$ cat src/shared/etbd_map.svh
// Offsets, field values and timing counts of the edge timestamp buffer
`ifndef ETBD_MAP_SVH
`define ETBD_MAP_SVH

// ---------------------------------------------------------------
// Process image
// ---------------------------------------------------------------
`define ETBD_DEPTH_SHORT 5
`define ETBD_DEPTH_LONG 15
`define ETBD_ENTRY_BYTES 4
`define ETBD_CHANNELS 4
`define ETBD_TICK_LSB 4
`define ETBD_SEL_RISE 1'h0
`define ETBD_SEL_FALL 1'h1

// ---------------------------------------------------------------
// Diagnostic record selectors
// ---------------------------------------------------------------
`define ETBD_REC_FULL 16'h0001
`define ETBD_REC_SHORT 16'h0000
`define ETBD_IDX_FULL 16'h2F01
`define ETBD_IDX_SHORT 16'h2F00
`define ETBD_ECAT_IDX 16'h5005
`define ETBD_SUB_FIRST 8'h02
`define ETBD_SUB_LAST 8'h11
`define ETBD_SUB_TICKER 8'h13

// ---------------------------------------------------------------
// Diagnostic record layout and contents
// ---------------------------------------------------------------
`define ETBD_DIAG_LEN 8'h14
`define ETBD_DIAG_SHORT_LEN 8'h04
`define ETBD_POS_MODINFO 8'h01
`define ETBD_POS_CHKIND 8'h04
`define ETBD_POS_DIAG_BITS_PER_CHANNEL 8'h05
`define ETBD_POS_CHANNEL_COUNT 8'h06
`define ETBD_POS_TICKER 8'h10
`define ETBD_MODCLASS 4'hF
`define ETBD_CHINFO 1'h1
`define ETBD_CHKIND 7'h70
`define ETBD_DIAG_BITS_PER_CHANNEL 8'h00
`define ETBD_CHANNEL_COUNT 8'h04

// ---------------------------------------------------------------
// Microsecond ticker timing
// ---------------------------------------------------------------
`define ETBD_CLK_HZ 32'h0098_9680
`define ETBD_TICK_US 32'h0000_0001
`define ETBD_TICK_CYC ((`ETBD_CLK_HZ / 32'h000F_4240) * `ETBD_TICK_US)

`endif

$ cat src/shared/etbd_pkg.sv
// Types shared by both ends of the edge timestamp buffer link
package etbd_pkg;

  // Kind of read access made by the head module
  typedef enum logic [1:0] {
    ETBD_KIND_IMAGE,
    ETBD_KIND_RECORD,
    ETBD_KIND_INDEX,
    ETBD_KIND_SUBINDEX
  } etbd_kind_type;

endpackage

$ cat src/shared/etbd_if.sv
// Backplane link between head module and timestamp input module
`timescale 1ns/1ps
interface etbd_if;
  import etbd_pkg::*;

  logic [31:0] ticker;
  logic req_valid;
  etbd_kind_type req_kind;
  logic [15:0] req_sel;
  logic [7:0] req_off;
  logic par_wr;
  logic par_sel;
  logic [7:0] par_data;
  logic rsp_valid;
  logic rsp_err;
  logic [31:0] rsp_data;

  modport dev (
    input ticker, req_valid, req_kind, req_sel, req_off,
    input par_wr, par_sel, par_data,
    output rsp_valid, rsp_err, rsp_data
  );

  modport head (
    output ticker, req_valid, req_kind, req_sel, req_off,
    output par_wr, par_sel, par_data,
    input rsp_valid, rsp_err, rsp_data
  );
endinterface

$ cat src/hdl/etbd_dev.sv
// Four-channel edge timestamp input module with diagnostic record
//
// Summary of operation
// - New entry at head, older entries shift down
// - Short variant full after fifth entry
// - When full, oldest entry discarded on insert
// - Head module must supply microsecond ticker
// - No interrupts; diagnostics returned only on read
// - Record set 01h full, 00h first four
// - Index 2F01h full, 2F00h first four bytes
// - Index 5005h serves record bytes per subindex
// - Module info: class 1111b, channel info bit
// - Diagnostic bits per channel reads zero
// - Channel count reads four
// - Last four bytes: ticker at generation
// - Image length fixed by variant, no outputs
// - Entry holds ticker value and input states
// - Two enable bytes select rising, falling edges
`timescale 1ns/1ps
`include "etbd_map.svh"

module etbd_dev
  import etbd_pkg::*;
#(
  parameter int DEPTH = `ETBD_DEPTH_SHORT
) (
  // Clock and reset
  input wire logic CLK_SYS_I,
  input wire logic RST_N_I,
  // Backplane link
  etbd_if.dev LINK,
  // Input channels
  input wire logic [3:0] DIN_I,
  // Buffer status
  output logic [$clog2(DEPTH+1)-1:0] ENTRY_COUNT_O,
  output logic FULL_O
);

  // ---------------------------------------------------------------
  // Constants
  // ---------------------------------------------------------------
  localparam int CW = $clog2(DEPTH + 1);
  localparam logic [CW-1:0] DEPTH_C = CW'(DEPTH);
  localparam logic [7:0] IMG_LEN = 8'(DEPTH * `ETBD_ENTRY_BYTES);

  // ---------------------------------------------------------------
  // Diagnostic record byte lookup
  // ---------------------------------------------------------------
  function automatic logic [7:0] diag_byte(input logic [7:0] pos,
                                           input logic [31:0] snap);
    logic [7:0] b;
    b = 8'h00;
    if (pos == `ETBD_POS_MODINFO) begin
      b = {3'h0, `ETBD_CHINFO, `ETBD_MODCLASS};
    end else if (pos == `ETBD_POS_CHKIND) begin
      b = {1'h0, `ETBD_CHKIND};
    end else if (pos == `ETBD_POS_DIAG_BITS_PER_CHANNEL) begin
      b = `ETBD_DIAG_BITS_PER_CHANNEL;
    end else if (pos == `ETBD_POS_CHANNEL_COUNT) begin
      b = `ETBD_CHANNEL_COUNT;
    end else if (pos == `ETBD_POS_TICKER) begin
      b = snap[7:0];
    end else if (pos == `ETBD_POS_TICKER + 8'h01) begin
      b = snap[15:8];
    end else if (pos == `ETBD_POS_TICKER + 8'h02) begin
      b = snap[23:16];
    end else if (pos == `ETBD_POS_TICKER + 8'h03) begin
      b = snap[31:24];
    end
    return b;
  endfunction

  // ---------------------------------------------------------------
  // Edge enable bytes
  // ---------------------------------------------------------------
  logic [3:0] rise_sel_reg;
  logic [3:0] fall_sel_reg;

  always_ff @(posedge CLK_SYS_I or negedge RST_N_I) begin
    if (!RST_N_I) begin
      rise_sel_reg <= 4'h0;
      fall_sel_reg <= 4'h0;
    end else if (LINK.par_wr) begin
      if (LINK.par_sel == `ETBD_SEL_RISE) begin
        rise_sel_reg <= LINK.par_data[3:0];
      end else begin
        fall_sel_reg <= LINK.par_data[3:0];
      end
    end
  end

  // ---------------------------------------------------------------
  // Edge detection
  // ---------------------------------------------------------------
  logic [3:0] din_prev_reg;
  logic armed_reg;
  logic [3:0] rise_hit;
  logic [3:0] fall_hit;
  logic capture;

  always_ff @(posedge CLK_SYS_I or negedge RST_N_I) begin
    if (!RST_N_I) begin
      din_prev_reg <= 4'h0;
      armed_reg <= 1'h0;
    end else begin
      din_prev_reg <= DIN_I;
      armed_reg <= 1'h1;
    end
  end

  assign rise_hit = DIN_I & ~din_prev_reg & rise_sel_reg;
  assign fall_hit = ~DIN_I & din_prev_reg & fall_sel_reg;
  assign capture = armed_reg && ((rise_hit | fall_hit) != 4'h0);

  // ---------------------------------------------------------------
  // Entry shift buffer
  // ---------------------------------------------------------------
  logic [31:0] entry_reg [0:DEPTH-1];
  logic [31:0] entry_next;
  logic [CW-1:0] count_reg;

  assign entry_next = {LINK.ticker[31-`ETBD_TICK_LSB:0], DIN_I};

  always_ff @(posedge CLK_SYS_I or negedge RST_N_I) begin
    if (!RST_N_I) begin
      entry_reg[0] <= 32'h0000_0000;
    end else if (capture) begin
      entry_reg[0] <= entry_next;
    end
  end

  generate
    for (genvar i = 1; i < DEPTH; i++) begin : g_shift
      always_ff @(posedge CLK_SYS_I or negedge RST_N_I) begin
        if (!RST_N_I) begin
          entry_reg[i] <= 32'h0000_0000;
        end else if (capture) begin
          entry_reg[i] <= entry_reg[i-1];
        end
      end
    end
  endgenerate

  always_ff @(posedge CLK_SYS_I or negedge RST_N_I) begin
    if (!RST_N_I) begin
      count_reg <= '0;
    end else if (capture && count_reg != DEPTH_C) begin
      count_reg <= count_reg + CW'(1);
    end
  end

  always_ff @(posedge CLK_SYS_I or negedge RST_N_I) begin
    if (!RST_N_I) begin
      ENTRY_COUNT_O <= '0;
      FULL_O <= 1'h0;
    end else begin
      ENTRY_COUNT_O <= count_reg;
      FULL_O <= (count_reg == DEPTH_C);
    end
  end

  // ---------------------------------------------------------------
  // Diagnostic ticker snapshot
  // ---------------------------------------------------------------
  logic [31:0] snap_reg;
  logic snap_take;

  assign snap_take = LINK.req_valid && LINK.req_off == 8'h00 &&
    ((LINK.req_kind == ETBD_KIND_RECORD &&
      (LINK.req_sel == `ETBD_REC_FULL ||
       LINK.req_sel == `ETBD_REC_SHORT)) ||
     (LINK.req_kind == ETBD_KIND_INDEX &&
      (LINK.req_sel == `ETBD_IDX_FULL ||
       LINK.req_sel == `ETBD_IDX_SHORT)));

  always_ff @(posedge CLK_SYS_I or negedge RST_N_I) begin
    if (!RST_N_I) begin
      snap_reg <= 32'h0000_0000;
    end else if (snap_take) begin
      snap_reg <= LINK.ticker;
    end
  end

  // ---------------------------------------------------------------
  // Read decode
  // ---------------------------------------------------------------
  logic [31:0] rsp_data_next;
  logic rsp_err_next;
  logic [31:0] img_word;
  logic [7:0] img_byte;
  logic [7:0] sub_pos;

  always_comb begin
    img_word = 32'h0000_0000;
    if (int'(LINK.req_off[7:2]) < DEPTH) begin
      img_word = entry_reg[int'(LINK.req_off[7:2])];
    end
    img_byte = img_word[8*LINK.req_off[1:0] +: 8];
  end

  assign sub_pos = LINK.req_off - `ETBD_SUB_FIRST;

  always_comb begin
    rsp_data_next = 32'h0000_0000;
    rsp_err_next = 1'h0;
    case (LINK.req_kind)
      ETBD_KIND_IMAGE: begin
        if (LINK.req_off < IMG_LEN) begin
          rsp_data_next = {24'h00_0000, img_byte};
        end else begin
          rsp_err_next = 1'h1;
        end
      end
      ETBD_KIND_RECORD: begin
        if (LINK.req_sel == `ETBD_REC_FULL &&
            LINK.req_off < `ETBD_DIAG_LEN) begin
          rsp_data_next = {24'h00_0000,
            diag_byte(LINK.req_off, snap_reg)};
        end else if (LINK.req_sel == `ETBD_REC_SHORT &&
                     LINK.req_off < `ETBD_DIAG_SHORT_LEN) begin
          rsp_data_next = {24'h00_0000,
            diag_byte(LINK.req_off, snap_reg)};
        end else begin
          rsp_err_next = 1'h1;
        end
      end
      ETBD_KIND_INDEX: begin
        if (LINK.req_sel == `ETBD_IDX_FULL &&
            LINK.req_off < `ETBD_DIAG_LEN) begin
          rsp_data_next = {24'h00_0000,
            diag_byte(LINK.req_off, snap_reg)};
        end else if (LINK.req_sel == `ETBD_IDX_SHORT &&
                     LINK.req_off < `ETBD_DIAG_SHORT_LEN) begin
          rsp_data_next = {24'h00_0000,
            diag_byte(LINK.req_off, snap_reg)};
        end else begin
          rsp_err_next = 1'h1;
        end
      end
      default: begin
        if (LINK.req_sel != `ETBD_ECAT_IDX) begin
          rsp_err_next = 1'h1;
        end else if (LINK.req_off >= `ETBD_SUB_FIRST &&
                     LINK.req_off <= `ETBD_SUB_LAST) begin
          rsp_data_next = {24'h00_0000,
            diag_byte(sub_pos, snap_reg)};
        end else if (LINK.req_off == `ETBD_SUB_TICKER) begin
          rsp_data_next = LINK.ticker;
        end else begin
          rsp_err_next = 1'h1;
        end
      end
    endcase
  end

  // ---------------------------------------------------------------
  // Answer registers
  // ---------------------------------------------------------------
  always_ff @(posedge CLK_SYS_I or negedge RST_N_I) begin
    if (!RST_N_I) begin
      LINK.rsp_valid <= 1'h0;
      LINK.rsp_err <= 1'h0;
      LINK.rsp_data <= 32'h0000_0000;
    end else begin
      LINK.rsp_valid <= LINK.req_valid;
      if (LINK.req_valid) begin
        LINK.rsp_err <= rsp_err_next;
        LINK.rsp_data <= rsp_data_next;
      end
    end
  end

endmodule

$ cat src/flat_wrapper.sv
// flat-port wrapper written by rule: the top's interface ports become plain ports
module etbd_dev_flat import etbd_pkg::*;
#(
  parameter int DEPTH = `ETBD_DEPTH_SHORT
)
  (CLK_SYS_I, RST_N_I, DIN_I, ENTRY_COUNT_O, FULL_O, LINK_ticker, LINK_req_valid, LINK_req_kind, LINK_req_sel, LINK_req_off, LINK_par_wr, LINK_par_sel, LINK_par_data, LINK_rsp_valid, LINK_rsp_err, LINK_rsp_data);
  etbd_if LINK_i ();
  input wire logic CLK_SYS_I;
  input wire logic RST_N_I;
  input wire logic [3:0] DIN_I;
  output logic [$clog2(DEPTH+1)-1:0] ENTRY_COUNT_O;
  output logic FULL_O;
  input wire logic [$bits(LINK_i.ticker)-1:0] LINK_ticker;
  input wire logic [$bits(LINK_i.req_valid)-1:0] LINK_req_valid;
  input wire logic [$bits(LINK_i.req_kind)-1:0] LINK_req_kind;
  input wire logic [$bits(LINK_i.req_sel)-1:0] LINK_req_sel;
  input wire logic [$bits(LINK_i.req_off)-1:0] LINK_req_off;
  input wire logic [$bits(LINK_i.par_wr)-1:0] LINK_par_wr;
  input wire logic [$bits(LINK_i.par_sel)-1:0] LINK_par_sel;
  input wire logic [$bits(LINK_i.par_data)-1:0] LINK_par_data;
  output wire logic [$bits(LINK_i.rsp_valid)-1:0] LINK_rsp_valid;
  output wire logic [$bits(LINK_i.rsp_err)-1:0] LINK_rsp_err;
  output wire logic [$bits(LINK_i.rsp_data)-1:0] LINK_rsp_data;
  assign LINK_i.ticker = LINK_ticker;
  assign LINK_i.req_valid = LINK_req_valid;
  assign LINK_i.req_kind = LINK_req_kind;
  assign LINK_i.req_sel = LINK_req_sel;
  assign LINK_i.req_off = LINK_req_off;
  assign LINK_i.par_wr = LINK_par_wr;
  assign LINK_i.par_sel = LINK_par_sel;
  assign LINK_i.par_data = LINK_par_data;
  assign LINK_rsp_valid = LINK_i.rsp_valid;
  assign LINK_rsp_err = LINK_i.rsp_err;
  assign LINK_rsp_data = LINK_i.rsp_data;
  etbd_dev #(.DEPTH(DEPTH)) u_core (.CLK_SYS_I(CLK_SYS_I), .RST_N_I(RST_N_I), .LINK(LINK_i), .DIN_I(DIN_I), .ENTRY_COUNT_O(ENTRY_COUNT_O), .FULL_O(FULL_O));
endmodule
$ cat config.mk
export PLATFORM = sky130hd
export DESIGN_NAME = etbd_dev_flat
export DESIGN_NICKNAME = d
export VERILOG_FILES = /design/src/shared/etbd_pkg.sv /design/src/shared/etbd_if.sv /design/src/hdl/etbd_dev.sv /design/src/flat_wrapper.sv
export VERILOG_INCLUDE_DIRS = /design/src /design/src/shared
export SDC_FILE = /design/constraint.sdc
export NUM_CORES = 1
export LEC_CHECK = 0
export BUFFER_PORTS_ARGS = -buffer_cell sky130_fd_sc_hd__buf_2
export CAP_MARGIN = 20
export CORE_MARGIN = 10
export CORE_UTILIZATION = 55
export CTS_BUF_LIST = sky130_fd_sc_hd__clkbuf_16
export DETAILED_ROUTE_END_ITERATION = 12
export PLACE_DENSITY = 0.73
export SYNTH_ARGS = -nofsm -noshare
export SYNTH_HDL_FRONTEND = slang
export SYNTH_SLANG_ARGS = --single-unit
$ cat constraint.sdc
create_clock -name CLK_SYS_I -period 2.5 [get_ports CLK_SYS_I]
set_input_delay 0.75 -clock CLK_SYS_I [delete_from_list [all_inputs] [get_ports CLK_SYS_I]]
set_output_delay 0.75 -clock CLK_SYS_I [all_outputs]
set_load 0.01 [all_outputs]
[After elaboration in Yosys (flattened, before gate mapping)]
Index checks and enable logic that the tools add are counted.
Storage, ports and cells
  flip-flop bits (word level): 246
  bits of input ports: 75
  output and inout bits: 38
Cells by class
  add/subtract/negate cells: 2
  magnitude comparators: 6
  eq/ne operators: 24
  shift-type cells: 1
  multiplexer cells: 38
  bitwise gates (word level): 9
  reductions and logical operators: 20
Operators by type and width (count)
  32-bit two-way mux: 8
  8-bit two-way mux: 19
  32-bit binary-select mux with 3-bit select: 1
  32-bit case mux with 3 select lines: 1
  8-bit by 5-bit equality test with 1-bit output, second input constant: 8
  8-bit by 3-bit equality test with 1-bit output, second input constant: 6
  16-bit by 14-bit equality test with 1-bit output, second input constant: 2
  32-bit by 4-bit greater-or-equal comparator with 1-bit output, second input constant: 1
  6-bit inverter with 32-bit output: 1
  32-bit by 6-bit variable part select with 8-bit output: 1
  4-bit bitwise AND: 4
  16-bit by 1-bit equality test with 1-bit output, second input constant: 1
  8-bit by 1-bit equality test with 1-bit output, second input constant: 2
  16-bit zero test: 1
  16-bit by 15-bit != test with 1-bit output, second input constant: 1
  1-bit logical AND: 11
  8-bit by 2-bit greater-or-equal comparator with 1-bit output, second input constant: 1
  8-bit by 5-bit less-or-equal comparator with 1-bit output, second input constant: 1
  8-bit zero test: 1
  8-bit by 3-bit less-than comparator with 1-bit output, second input constant: 1
  8-bit by 5-bit less-than comparator with 1-bit output, second input constant: 1
  1-bit two-way mux: 8
  4-bit inverter: 2
  8-bit by 2-bit subtractor with 8-bit output, second input constant: 1
  13 further kinds: 16

[Longest topological paths before layout]
Gate-level depths: netlist of run 1.
  depth in word-level cells: 13
  depth in mapped cells: 10
  mapped depth without buffers: 8

[Worst setup path before layout of run 1]
No wires, ideal clock.
  path type: input-to-reg
  start: input LINK_req_off[1]
  end: register u_core.LINK.rsp_data[6]
  library setup time: 0.143 ns
  arrival time: 2.924 ns
  path slack: -0.567 ns
  cell stages on the path: 10
  buffers on the path: 2
  cell sequence: clkbuf_1 > clkbuf_1 > inv_1 > ha_1 > or2_2 > a211oi_1 > nor2_1 > o311a_1 > a22oi_1 > a31oi_1
Between the ends
  word-level cells in the longest chain between the ends: 13
RTL lines
  start, declared: line flat_wrapper.sv:17  | input wire logic [$bits(LINK_i.req_off)-1:0] LINK_req_off;
  8-bit by 2-bit subtractor with 8-bit output (no source line)
  8-bit by 5-bit equality test with 1-bit output: line etbd_dev.sv:67  | end else if (pos == `ETBD_POS_TICKER + 8'h03) begin
  8-bit two-way mux: line etbd_dev.sv:67
  8-bit two-way mux: line etbd_dev.sv:65  | end else if (pos == `ETBD_POS_TICKER + 8'h02) begin
  8-bit two-way mux: line etbd_dev.sv:63  | end else if (pos == `ETBD_POS_TICKER + 8'h01) begin
  8-bit two-way mux: line etbd_dev.sv:61  | end else if (pos == `ETBD_POS_TICKER) begin
  8-bit two-way mux: line etbd_dev.sv:59  | end else if (pos == `ETBD_POS_CHANNEL_COUNT) begin
  8-bit two-way mux: line etbd_dev.sv:57  | end else if (pos == `ETBD_POS_DIAG_BITS_PER_CHANNEL) begin
  8-bit two-way mux: line etbd_dev.sv:55  | end else if (pos == `ETBD_POS_CHKIND) begin
  8-bit two-way mux: line etbd_dev.sv:53  | if (pos == `ETBD_POS_MODINFO) begin
  32-bit two-way mux: line etbd_dev.sv:243  | end else if (LINK.req_off >= `ETBD_SUB_FIRST &&
  32-bit two-way mux: line etbd_dev.sv:241  | if (LINK.req_sel != `ETBD_ECAT_IDX) begin
  32-bit case mux with 3 select lines *: line etbd_dev.sv:206  | case (LINK.req_kind)
  end signal, assigned: line etbd_dev.sv:268  | LINK.rsp_data <= rsp_data_next;
  end, declared: line etbd_if.sv:21  | output rsp_valid, rsp_err, rsp_data
Every way passes the cells marked *; elsewhere a longest branch is shown, timed or not.
A chain may end at the register's enable or synchronous reset.

[Worst setup path in the final report of run 1]
  start: input LINK_req_off[3]
  end: register u_core.snap_reg[1]
Between the ends
  word-level cells in the longest chain between the ends: 3
RTL lines
  8-bit zero test: line etbd_dev.sv:168  | assign snap_take = LINK.req_valid && LINK.req_off == 8'h00 &&
  1-bit logical AND (2 in series): line etbd_dev.sv:168
  end signal, assigned: line etbd_dev.sv:180  | snap_reg <= LINK.ticker;
  end, declared: line etbd_dev.sv:165  | logic [31:0] snap_reg;
Every way passes these cells.

==> results of run 1 <==
[where the power goes]
part / leakage [nW] / switching [mW] / internal, mW
sequential: 3.20 / 0.770 / 5.01
clock: 0.416 / 1.57 / 2.20
combinational: 3.54 / 1.30 / 1.07
total: 7.15 / 3.65 / 8.29
[per-layer routing]
metal | track usage (%) | wire length [um]
met1 | 30.7 | 13200
met4 | 6.50 | 724
met2 | 36.4 | 14000
met3 | 4.08 | 2200
met5 | 0 | 0
[metrics by stage]
step | instance area [um2] | hold WS (ps) | TNS, ps | total power, mW
6_report | 13800 | 164 | 0 | 11.9
3_5_place_dp | 13000 | 410 | -8670 | 8.21
5_1_grt | 13800 | 201 | 0 | 12.6
2_1_floorplan | 11500 | 380 | -46.2 | 7.20
3_3_place_gp | 13000 | 404 | -8980 | 8.07
4_1_cts | 13800 | 183 | 0 | 12.0
[placed cells by master, fill, tap and decap left out, types with 7 or more instances in the layout]
cell / n
mux2i_1: 34
buf_4: 89
buf_12: 15
nand2_1: 501
a21oi_1: 12
dfrtp_1: 246
clkinv_1: 8
a22o_1: 24
clkbuf_16: 26
inv_1: 7
nor2_1: 30
mux4_2: 29
a22oi_1: 7
nand3_1: 11
o21ai_0: 17
buf_2: 107
nor2b_1: 7
a31oi_1: 8
mux2_2: 42
[cells by family (layout without fill, tap and decap cells)]
logic type                 Yosys count  after routing  synth area share (%)
and+or+nand+nor                    599            599                  21.5
DFF                                246            246                  54.1
AOI/OAI and AO/OA                  112            112                  7.39
muxes                              107            107                  13.1
buffers and inverters               77            268                  3.13
adders and majority gates            5              5                 0.528
xor gates and xnor gates             3              3                 0.231
other                                1              1                0.0329
[final cells by class]
| class | count | share of cell area [%] |
|---|---|---|
| Multi-Input combinational cell | 827 | 35.7 |
| Tap cell | 270 | 2.45 |
| Timing Repair Buffer | 212 | 11.0 |
| Clock inverter | 21 | 1.31 |
| Clock buffer | 26 | 4.71 |
| Sequential cell | 246 | 44.6 |
| Inverter | 9 | 0.317 |
[cells in the mapped netlist (3+ instances only)]
master / n
nor2_1: 31
a22o_1: 24
nand2b_1: 3
dfrtp_1: 246
a22oi_1: 7
buf_2: 21
and2_1: 4
o31ai_1: 3
nor3_1: 5
mux2_2: 43
inv_1: 7
a21o_1: 3
and3_1: 4
a211o_1: 3
o311ai_0: 4
a21oi_1: 12
buf_6: 3
a211oi_1: 5
buf_4: 5
nor2b_1: 7
mux2i_1: 34
nand4_1: 5
or3_1: 4
mux4_2: 29
nand3b_1: 6
clkbuf_1: 38
xor2_1: 3
or2_2: 3
o211ai_1: 4
nand2_1: 501
o21ai_0: 17
nand3_1: 11
ha_1: 4
a31oi_1: 8
o22ai_1: 3
[worst paths after layout]
check	slack (ps)	start	endpoint
max	220	LINK_req_off[3]	u_core.snap_reg[1]
min	160	RST_N_I	u_core.LINK.rsp_data[27]
max reg2reg	580	u_core.entry_reg[58]	u_core.LINK.rsp_data[2]
min reg2reg	420	u_core.count_reg[2]	u_core.ENTRY_COUNT_O[2]
max in group asynchronous	1610	RST_N_I	u_core.entry_reg[44]
min in group CLK_SYS_I	380	DIN_I[3]	u_core.din_prev_reg[3]
[critical path: cells and delay by family]
family / cells / cell delay, ps
multiplexers: 1 / 360
buffers and inverters: 3 / 710
AND/OR/NAND/NOR: 3 / 840
==> impl_metrics.xml, run 1 <==
<?xml version="1.0" encoding="UTF-8"?>
<metrics>
  <group name="logic_synthesis">
    <metric name="syn_std_cell_area" unit="um2">11400</metric>
    <metric name="async_flop_share" unit="%">100</metric>
    <metric name="synth.net_count" unit="">1229</metric>
    <metric name="post_synth_inst_count" unit="">1150</metric>
    <metric name="ys_seq_area_share" unit="%">54.1</metric>
    <metric name="netlist.top_cell.by_area" unit="">dfrtp_1</metric>
    <metric name="synth_seq_cells" unit="">246</metric>
    <metric name="largest_cells_by_area_after_synthesis" unit="">dfrtp_1, nand2_1, mux4_2, mux2_2, mux2i_1</metric>
    <metric name="synth_largest_type_area_fraction" unit="%">54.1</metric>
    <metric name="synthesized_area_divided_by_synthesized_cell_count" unit="um2">9.90</metric>
    <metric name="netlist-cell-type-count" unit="">65</metric>
    <metric name="postSynth.topFlopCell" unit="">dfrtp_1</metric>
    <metric name="synth_edf_count" unit="">0</metric>
    <metric name="synthesis.yosys.warnings" unit="">0</metric>
  </group>
  <group name="min_path">
    <metric name="hold_path_class" unit="">in -&gt; async</metric>
  </group>
  <group name="cells_and_area">
    <metric name="largest_register_ffs" unit="">160</metric>
    <metric name="antenna-diode-count" unit="">0</metric>
    <metric name="multi_input_area" unit="um2">4930</metric>
    <metric name="num-nets-final" unit="">1401</metric>
    <metric name="post_route_cells_drive_above_1_share" unit="%">25.6</metric>
    <metric name="fill_cells" unit="">1587</metric>
    <metric name="area_growth" unit="%">21.3</metric>
    <metric name="register_area" unit="um2">6160</metric>
    <metric name="instances_no_fill" unit="">1611</metric>
    <metric name="final_core_utilization" unit="%">68.1</metric>
  </group>
  <group name="setup_path">
    <metric name="worst_ep_required_time" unit="ps">2900</metric>
    <metric name="crit_slowest_cell" unit="">nor4_1</metric>
    <metric name="cp-end-kind" unit="">register</metric>
    <metric name="worstPathArrival" unit="ps">2680</metric>
    <metric name="critical_path_peak_fanout" unit="">32</metric>
    <metric name="max_stage_delay" unit="ps">400</metric>
    <metric name="cp_cell_instances" unit="">buf_2, buf_4, nor4_1, nand4_1, nor3_4, buf_12, mux2_2</metric>
    <metric name="r2r_cells" unit="">5</metric>
    <metric name="criticalPathCategory" unit="">in -&gt; reg</metric>
    <metric name="critical_path_launch_point_type" unit="">input port</metric>
  </group>
  <group name="routing">
    <metric name="wl_per_cell" unit="um">18.7</metric>
    <metric name="vias" unit="">9103</metric>
    <metric name="antenna_left" unit="">0</metric>
    <metric name="route.detailed.drc" unit="">0</metric>
    <metric name="drt-vias-per-instance" unit="">5.65</metric>
    <metric name="detail_route.iter0.violations" unit="">804</metric>
    <metric name="first_pass_iters" unit="">7</metric>
    <metric name="postRouteWirelength" unit="mm">30.2</metric>
  </group>
  <group name="die">
    <metric name="start_util" unit="%">56.1</metric>
    <metric name="io_pins" unit="">113</metric>
    <metric name="chipHeight" unit="um">164</metric>
    <metric name="placementRows" unit="">52</metric>
    <metric name="core-area" unit="um2">20300</metric>
    <metric name="die_width" unit="um">164</metric>
    <metric name="floorplan.die_area" unit="um2">26900</metric>
  </group>
  <group name="clocking">
    <metric name="cts_tree" unit="">built</metric>
    <metric name="bufs_on_longest_clock_path" unit="">3</metric>
    <metric name="cts_sinks" unit="">246</metric>
    <metric name="post_cts.repair.setup_buffers" unit="">0</metric>
    <metric name="cts_hold_buf" unit="">0</metric>
    <metric name="postCtsResizedCells" unit="">0</metric>
    <metric name="clock_root_buffer" unit="">clkbuf_16</metric>
    <metric name="path_clk_slew" unit="ps">60</metric>
    <metric name="insertion_delay" unit="ps">530</metric>
    <metric name="cts_made_buffers" unit="">26</metric>
    <metric name="htree_num_levels" unit="">1</metric>
  </group>
  <group name="sta">
    <metric name="layout_worst_path_cycle_share" unit="%">91.3</metric>
    <metric name="rsz0062_at_grt" unit="">false</metric>
    <metric name="finalMaxSlewViolations" unit="">0</metric>
    <metric name="setup_viol" unit="">0</metric>
    <metric name="post-route-min-period" unit="ps">2280</metric>
    <metric name="fmax" unit="MHz">438</metric>
    <metric name="worst_slack" unit="ps">218</metric>
    <metric name="tightestPinTransition" unit="ps">521</metric>
    <metric name="timing.slew.headroom" unit="%">65.3</metric>
    <metric name="layout_skew" unit="ps">18.7</metric>
    <metric name="hold_viol" unit="">0</metric>
  </group>
  <group name="pwr">
    <metric name="peakVddDrop" unit="mV">0.637</metric>
    <metric name="pwr_density" unit="nW/um2">864</metric>
    <metric name="power.leakage" unit="nW">7.15</metric>
  </group>
  <group name="placed_design">
    <metric name="dpl.hpwl" unit="mm">22.1</metric>
    <metric name="numPortBuffers" unit="">108</metric>
    <metric name="gp_congestion" unit="">0.901</metric>
    <metric name="placement.setup.worst_slack" unit="ps">-242</metric>
    <metric name="place.detailed.instances" unit="">1564</metric>
  </group>
  <group name="grt">
    <metric name="grt_pass1_vias" unit="">9220</metric>
    <metric name="overflow" unit="">0</metric>
    <metric name="initial_antenna_violation_count" unit="">0</metric>
    <metric name="globalRouteTotalUtil" unit="%">22.5</metric>
    <metric name="grt_pass1_wl" unit="mm">49.1</metric>
    <metric name="grt_start_max_net_pins" unit="">67</metric>
  </group>
  <group name="status">
    <metric name="outcome" unit="">completed</metric>
  </group>
  <group name="job">
    <metric name="drv.max_cap_violation_count" unit="">0</metric>
  </group>
</metrics>
No activity file was read; power rests on OpenSTA's default activity.
==> run 2, diff against run 1 <==
CORE_ASPECT_RATIO = 0.7   (was unset)
==> impl_metrics.xml, run 2 (same netlist as run 1, synthesis figures left out) <==
<?xml version="1.0" encoding="UTF-8"?>
<metrics>
  <group name="cells_and_area">
    <metric name="post_route_cells_drive_above_1_share" unit="%">25.6</metric>
    <metric name="antenna-diode-count" unit="">0</metric>
    <metric name="largest_register_ffs" unit="">160</metric>
    <metric name="num-nets-final" unit="">1403</metric>
    <metric name="area_growth" unit="%">21.0</metric>
    <metric name="instances_no_fill" unit="">1609</metric>
    <metric name="fill_cells" unit="">1521</metric>
    <metric name="layout.cells.most_common" unit="">nand2_1</metric>
    <metric name="final_cell_mix" unit="">nand2_1, dfrtp_1, buf_2</metric>
  </group>
  <group name="sta">
    <metric name="rsz0062_at_grt" unit="">false</metric>
    <metric name="timing.slew.headroom" unit="%">63.8</metric>
    <metric name="tightestPinTransition" unit="ps">544</metric>
    <metric name="layout_worst_path_cycle_share" unit="%">92.5</metric>
    <metric name="finalMaxSlewViolations" unit="">0</metric>
    <metric name="setup_viol" unit="">0</metric>
    <metric name="hold_viol" unit="">0</metric>
    <metric name="hold-worst-slack" unit="ps">187</metric>
    <metric name="layout_skew" unit="ps">14.0</metric>
    <metric name="fmax" unit="MHz">432</metric>
    <metric name="post-route-min-period" unit="ps">2310</metric>
  </group>
  <group name="clocking">
    <metric name="insertion_delay" unit="ps">530</metric>
    <metric name="cts_sinks" unit="">246</metric>
    <metric name="clock_root_buffer" unit="">clkbuf_16</metric>
    <metric name="cts_hold_buf" unit="">0</metric>
    <metric name="htree_num_levels" unit="">1</metric>
    <metric name="path_clk_slew" unit="ps">70</metric>
    <metric name="post_cts.repair.setup_buffers" unit="">0</metric>
    <metric name="cts_made_buffers" unit="">24</metric>
    <metric name="cts_tree" unit="">built</metric>
    <metric name="postCtsResizedCells" unit="">0</metric>
    <metric name="bufs_on_longest_clock_path" unit="">3</metric>
  </group>
  <group name="setup_path">
    <metric name="critical_path_peak_fanout" unit="">8</metric>
    <metric name="critical_path_launch_point_type" unit="">input port</metric>
    <metric name="crit_slowest_cell" unit="">mux4_2</metric>
    <metric name="worstPathArrival" unit="ps">2720</metric>
    <metric name="reg2reg_from" unit="">u_core.entry_reg[38]</metric>
    <metric name="cp_cell_instances" unit="">buf_2, buf_12, mux4_2, mux2i_1, o221ai_1, o311a_1, o32a_1</metric>
    <metric name="cp-end-kind" unit="">register</metric>
    <metric name="criticalPathCategory" unit="">in -&gt; reg</metric>
    <metric name="worst_ep_required_time" unit="ps">2910</metric>
    <metric name="max_stage_delay" unit="ps">480</metric>
    <metric name="critPathLaunch" unit="">LINK_req_off[2]</metric>
  </group>
  <group name="pwr">
    <metric name="internal_power" unit="mW">7.96</metric>
    <metric name="pwr_density" unit="nW/um2">845</metric>
    <metric name="power.share.switching" unit="%">31.6</metric>
    <metric name="p_seq_share" unit="%">49.8</metric>
    <metric name="p_comb_share" unit="%">21.0</metric>
    <metric name="power.share.clock" unit="%">29.2</metric>
    <metric name="peakVddDrop" unit="mV">0.588</metric>
    <metric name="power.leakage" unit="nW">7.14</metric>
    <metric name="net_switching_power" unit="mW">3.69</metric>
  </group>
  <group name="routing">
    <metric name="vias" unit="">9254</metric>
    <metric name="drt-vias-per-instance" unit="">5.75</metric>
    <metric name="first_pass_iters" unit="">5</metric>
    <metric name="antenna_left" unit="">0</metric>
    <metric name="route.detailed.drc" unit="">0</metric>
    <metric name="detail_route.iter0.violations" unit="">839</metric>
    <metric name="postRouteWirelength" unit="mm">31.0</metric>
    <metric name="wl_per_cell" unit="um">19.3</metric>
  </group>
  <group name="grt">
    <metric name="globalRouteTotalUtil" unit="%">22.9</metric>
    <metric name="grt_start_max_net_pins" unit="">78</metric>
    <metric name="initial_antenna_violation_count" unit="">0</metric>
    <metric name="grt_pass1_wl" unit="mm">49.8</metric>
    <metric name="grt_pass1_vias" unit="">9051</metric>
    <metric name="overflow" unit="">0</metric>
  </group>
  <group name="placed_design">
    <metric name="dpl.hpwl" unit="mm">22.2</metric>
    <metric name="gp_congestion" unit="">0.927</metric>
    <metric name="place.detailed.instances" unit="">1568</metric>
    <metric name="numPortBuffers" unit="">108</metric>
  </group>
  <group name="status">
    <metric name="outcome" unit="">completed</metric>
  </group>
  <group name="job">
    <metric name="drv.max_cap_violation_count" unit="">0</metric>
  </group>
  <group name="die">
    <metric name="chipHeight" unit="um">140</metric>
    <metric name="placementRows" unit="">43</metric>
    <metric name="io_pins" unit="">113</metric>
    <metric name="start_util" unit="%">56.7</metric>
    <metric name="floorplan.die_area" unit="um2">26900</metric>
    <metric name="core-area" unit="um2">20100</metric>
    <metric name="die_width" unit="um">192</metric>
  </group>
  <group name="min_path">
    <metric name="hold_path_class" unit="">in -&gt; async</metric>
  </group>
</metrics>
[run 2: changes by cell type in the layout (fill, tap and decap cells not counted), sizes merged]
cell    previous run  this run
clkinv            15        11
bufinv             3         1
buf              212       216
clkbuf            26        24
inv               11        13
[run 2: worst max-delay path, delay by kind of cell]
| family | cells | cell delay, ps |
|---|---|---|
| AOI/OAI and AO/OA | 3 | 810 |
| buffers and inverters | 2 | 420 |
| muxes | 2 | 730 |
[run 2: worst paths after layout]
path	endpoint	slack, ps	cells past startpoint
max	u_core.LINK.rsp_data[0]	190	7
min	u_core.entry_reg[103]	190	1
max reg2reg	u_core.LINK.rsp_data[6]	420	6
min reg2reg	u_core.ENTRY_COUNT_O[1]	430	0
max in group asynchronous	u_core.snap_reg[28]	1640	2
min in group CLK_SYS_I	u_core.din_prev_reg[1]	370	1
[run 2: layout make-up]
cell class              instances  area [um2]  share of cell area [%]
flip-flops and latches        246        6160                    44.7
multi-input cells             827        4930                    35.7
repair buffers                216        1600                    11.6
clock buffers                  24         601                    4.36
well taps                     270         338                    2.45
clock inverters                17         118                   0.853
inverters                       9        43.8                   0.318
[run 2: power groups by stage]
stage	combinational (mW)	clock (mW)	sequential, mW
2_1_floorplan	1.60	0	5.60
3_3_place_gp	2.33	0	5.79
3_5_place_dp	2.43	0	5.83
4_1_cts	2.46	3.42	5.78
5_1_grt	2.76	3.59	5.93
6_report	2.45	3.40	5.81
[run 2: per-stage QoR]
| stage | area (um2) | total power [mW] | setup TNS (ps) | utilization (%) | setup slack (ps) |
|---|---|---|---|---|---|
| 6_report | 13800 | 11.7 | 0 | 68.7 | 187 |
| 5_1_grt | 13800 | 12.3 | 0 | 68.7 | 52.9 |
| 4_1_cts | 13800 | 11.7 | 0 | 68.7 | 213 |
| 3_5_place_dp | 13100 | 8.27 | -10530 | 65.1 | -297 |
| 3_3_place_gp | 13100 | 8.11 | -9470 | 65.1 | -302 |
| 2_1_floorplan | 11500 | 7.20 | -46.2 | - | -23.2 |
[run 2: layer usage]
layer	track usage, %	share of wire [%]	vias to the layer above
li1	-	-	4227
met1	33.9	45	4631
met2	33.8	44	349
met3	4.84	8.5	47
met4	4.96	1.9	0
met5	0	0	-
==> run 3, diff against run 2 <==
CORE_MARGIN = 4   (was 10)
==> impl_metrics.xml, run 3 (same netlist as run 1, synthesis figures left out) <==
<?xml version="1.0" encoding="UTF-8"?>
<metrics>
  <group name="sta">
    <metric name="tightestPinTransition" unit="ps">514</metric>
    <metric name="layout_skew" unit="ps">7.19</metric>
    <metric name="timing.slew.headroom" unit="%">64.8</metric>
    <metric name="setup_viol" unit="">0</metric>
    <metric name="rsz0062_at_grt" unit="">false</metric>
    <metric name="finalMaxSlewViolations" unit="">0</metric>
    <metric name="layout_worst_path_cycle_share" unit="%">93.2</metric>
    <metric name="hold_viol" unit="">0</metric>
    <metric name="fmax" unit="MHz">429</metric>
    <metric name="post-route-min-period" unit="ps">2330</metric>
  </group>
  <group name="setup_path">
    <metric name="crit_slowest_cell" unit="">mux4_2</metric>
    <metric name="max_stage_delay" unit="ps">510</metric>
    <metric name="criticalPathCategory" unit="">in -&gt; reg</metric>
    <metric name="reg2reg_from" unit="">u_core.entry_reg[70]</metric>
    <metric name="critical_path_launch_point_type" unit="">input port</metric>
    <metric name="worst_ep_required_time" unit="ps">2900</metric>
    <metric name="r2r_cells" unit="">6</metric>
    <metric name="worstPathArrival" unit="ps">2730</metric>
    <metric name="cp-end-kind" unit="">register</metric>
    <metric name="critical_path_peak_fanout" unit="">8</metric>
    <metric name="cp_cell_instances" unit="">buf_2, buf_12, mux4_2, mux2i_1, o221ai_1, o311a_1, o32a_1</metric>
    <metric name="critPathLaunch" unit="">LINK_req_off[2]</metric>
  </group>
  <group name="pwr">
    <metric name="total_power" unit="mW">11.9</metric>
    <metric name="power.leakage" unit="nW">7.14</metric>
    <metric name="peakVddDrop" unit="mV">0.609</metric>
    <metric name="pwr_density" unit="nW/um2">862</metric>
  </group>
  <group name="grt">
    <metric name="globalRouteTotalUtil" unit="%">26.4</metric>
    <metric name="grt_pass1_vias" unit="">8970</metric>
    <metric name="initial_antenna_violation_count" unit="">0</metric>
    <metric name="grt_start_max_net_pins" unit="">64</metric>
    <metric name="overflow" unit="">0</metric>
    <metric name="most_used_layer_global_route" unit="">met1</metric>
    <metric name="grt_use_met2" unit="%">39.2</metric>
    <metric name="grtUsageMet1" unit="%">40.4</metric>
    <metric name="grt.met3_usage" unit="%">6.13</metric>
    <metric name="grt_pass1_wl" unit="mm">49.3</metric>
  </group>
  <group name="min_path">
    <metric name="hold_path_class" unit="">in -&gt; async</metric>
  </group>
  <group name="cells_and_area">
    <metric name="multi_input_area" unit="um2">4930</metric>
    <metric name="post_route_cells_drive_above_1_share" unit="%">25.5</metric>
    <metric name="final_cell_mix" unit="">nand2_1, dfrtp_1, buf_2</metric>
    <metric name="largest_register_ffs" unit="">160</metric>
    <metric name="fill_cells" unit="">1489</metric>
    <metric name="num-nets-final" unit="">1396</metric>
    <metric name="layout.cells.most_common" unit="">nand2_1</metric>
    <metric name="final_core_utilization" unit="%">68.8</metric>
    <metric name="finalInstanceArea" unit="um2">13800</metric>
    <metric name="register_area" unit="um2">6160</metric>
    <metric name="area_growth" unit="%">21.2</metric>
    <metric name="instances_no_fill" unit="">1605</metric>
    <metric name="antenna-diode-count" unit="">0</metric>
  </group>
  <group name="clocking">
    <metric name="post_cts.repair.setup_buffers" unit="">0</metric>
    <metric name="path_clk_slew" unit="ps">60</metric>
    <metric name="cts_made_buffers" unit="">24</metric>
    <metric name="cts_hold_buf" unit="">0</metric>
    <metric name="bufs_on_longest_clock_path" unit="">3</metric>
    <metric name="htree_num_levels" unit="">1</metric>
    <metric name="cts_tree" unit="">built</metric>
    <metric name="insertion_delay" unit="ps">520</metric>
    <metric name="postCtsResizedCells" unit="">0</metric>
    <metric name="clock_root_buffer" unit="">clkbuf_16</metric>
    <metric name="cts_sinks" unit="">246</metric>
  </group>
  <group name="routing">
    <metric name="wl_per_cell" unit="um">18.8</metric>
    <metric name="drt-vias-per-instance" unit="">5.70</metric>
    <metric name="route.detailed.drc" unit="">0</metric>
    <metric name="vias" unit="">9155</metric>
    <metric name="first_pass_iters" unit="">5</metric>
    <metric name="detail_route.iter0.violations" unit="">1005</metric>
    <metric name="antenna_left" unit="">0</metric>
    <metric name="postRouteWirelength" unit="mm">30.2</metric>
  </group>
  <group name="status">
    <metric name="outcome" unit="">completed</metric>
  </group>
  <group name="die">
    <metric name="io_pins" unit="">113</metric>
    <metric name="chipHeight" unit="um">128</metric>
    <metric name="floorplan.die_area" unit="um2">23100</metric>
    <metric name="core-area" unit="um2">20100</metric>
    <metric name="die_width" unit="um">180</metric>
    <metric name="placementRows" unit="">43</metric>
    <metric name="start_util" unit="%">56.7</metric>
  </group>
  <group name="placed_design">
    <metric name="numPortBuffers" unit="">108</metric>
    <metric name="placed_cell_area" unit="um2">13000</metric>
    <metric name="dpl.hpwl" unit="mm">21.3</metric>
    <metric name="gp_congestion" unit="">0.925</metric>
    <metric name="place.detailed.instances" unit="">1561</metric>
  </group>
  <group name="job">
    <metric name="drv.max_cap_violation_count" unit="">0</metric>
  </group>
</metrics>
## run 3: worst paths after layout
| check | to | slack, ps |
|---|---|---|
| setup / recovery | u_core.LINK.rsp_data[0] | 170 |
| max in group asynchronous | u_core.entry_reg[84] | 1660 |
| min in group CLK_SYS_I | u_core.din_prev_reg[2] | 370 |
| setup reg to reg | u_core.LINK.rsp_data[6] | 470 |
| hold reg to reg | u_core.ENTRY_COUNT_O[2] | 420 |
| hold / removal | u_core.entry_reg[12] | 130 |
## run 3: critical path, delay by kind of cell
kind	cells	cell delay (ps)
buf+inv	2	490
compound gates	3	760
mux	2	710
## run 3: layer usage
| metal | vias up | routed length [um] | part of all wire (%) |
|---|---|---|---|
| met1 | 4545 | 13600 | 45 |
| met4 | 0 | 640 | 2.1 |
| met2 | 334 | 13300 | 44 |
| met3 | 54 | 2610 | 8.6 |
| li1 | 4222 | - | - |
| met5 | - | 0 | 0 |
## run 3: through the flow
| stage | setup slack, ps | TNS, ps | hold slack [ps] |
|---|---|---|---|
| 2_1_floorplan | -23.2 | -46.2 | 380 |
| 3_3_place_gp | -295 | -7260 | 401 |
| 3_5_place_dp | -314 | -9220 | 419 |
| 4_1_cts | 221 | 0 | 151 |
| 5_1_grt | 118 | 0 | 166 |
| 6_report | 170 | 0 | 133 |
## run 3: area by class of cell
class / count / area share (%)
sequential: 246 / 44.6
inverter: 9 / 0.317
timing repair buffer: 209 / 11.2
clock buffer: 24 / 4.35
clock inverter: 20 / 1.36
multi-input combinational: 827 / 35.7
tap: 270 / 2.45
## run 3: power breakdown
| part | total [mW] | leakage [nW] | switching, mW | internal, mW |
|---|---|---|---|---|
| Sequential | 5.80 | 3.20 | 0.786 | 5.01 |
| Clock | 3.66 | 0.403 | 1.59 | 2.07 |
| Combinational | 2.43 | 3.54 | 1.33 | 1.10 |
| Total | 11.9 | 7.14 | 3.70 | 8.19 |
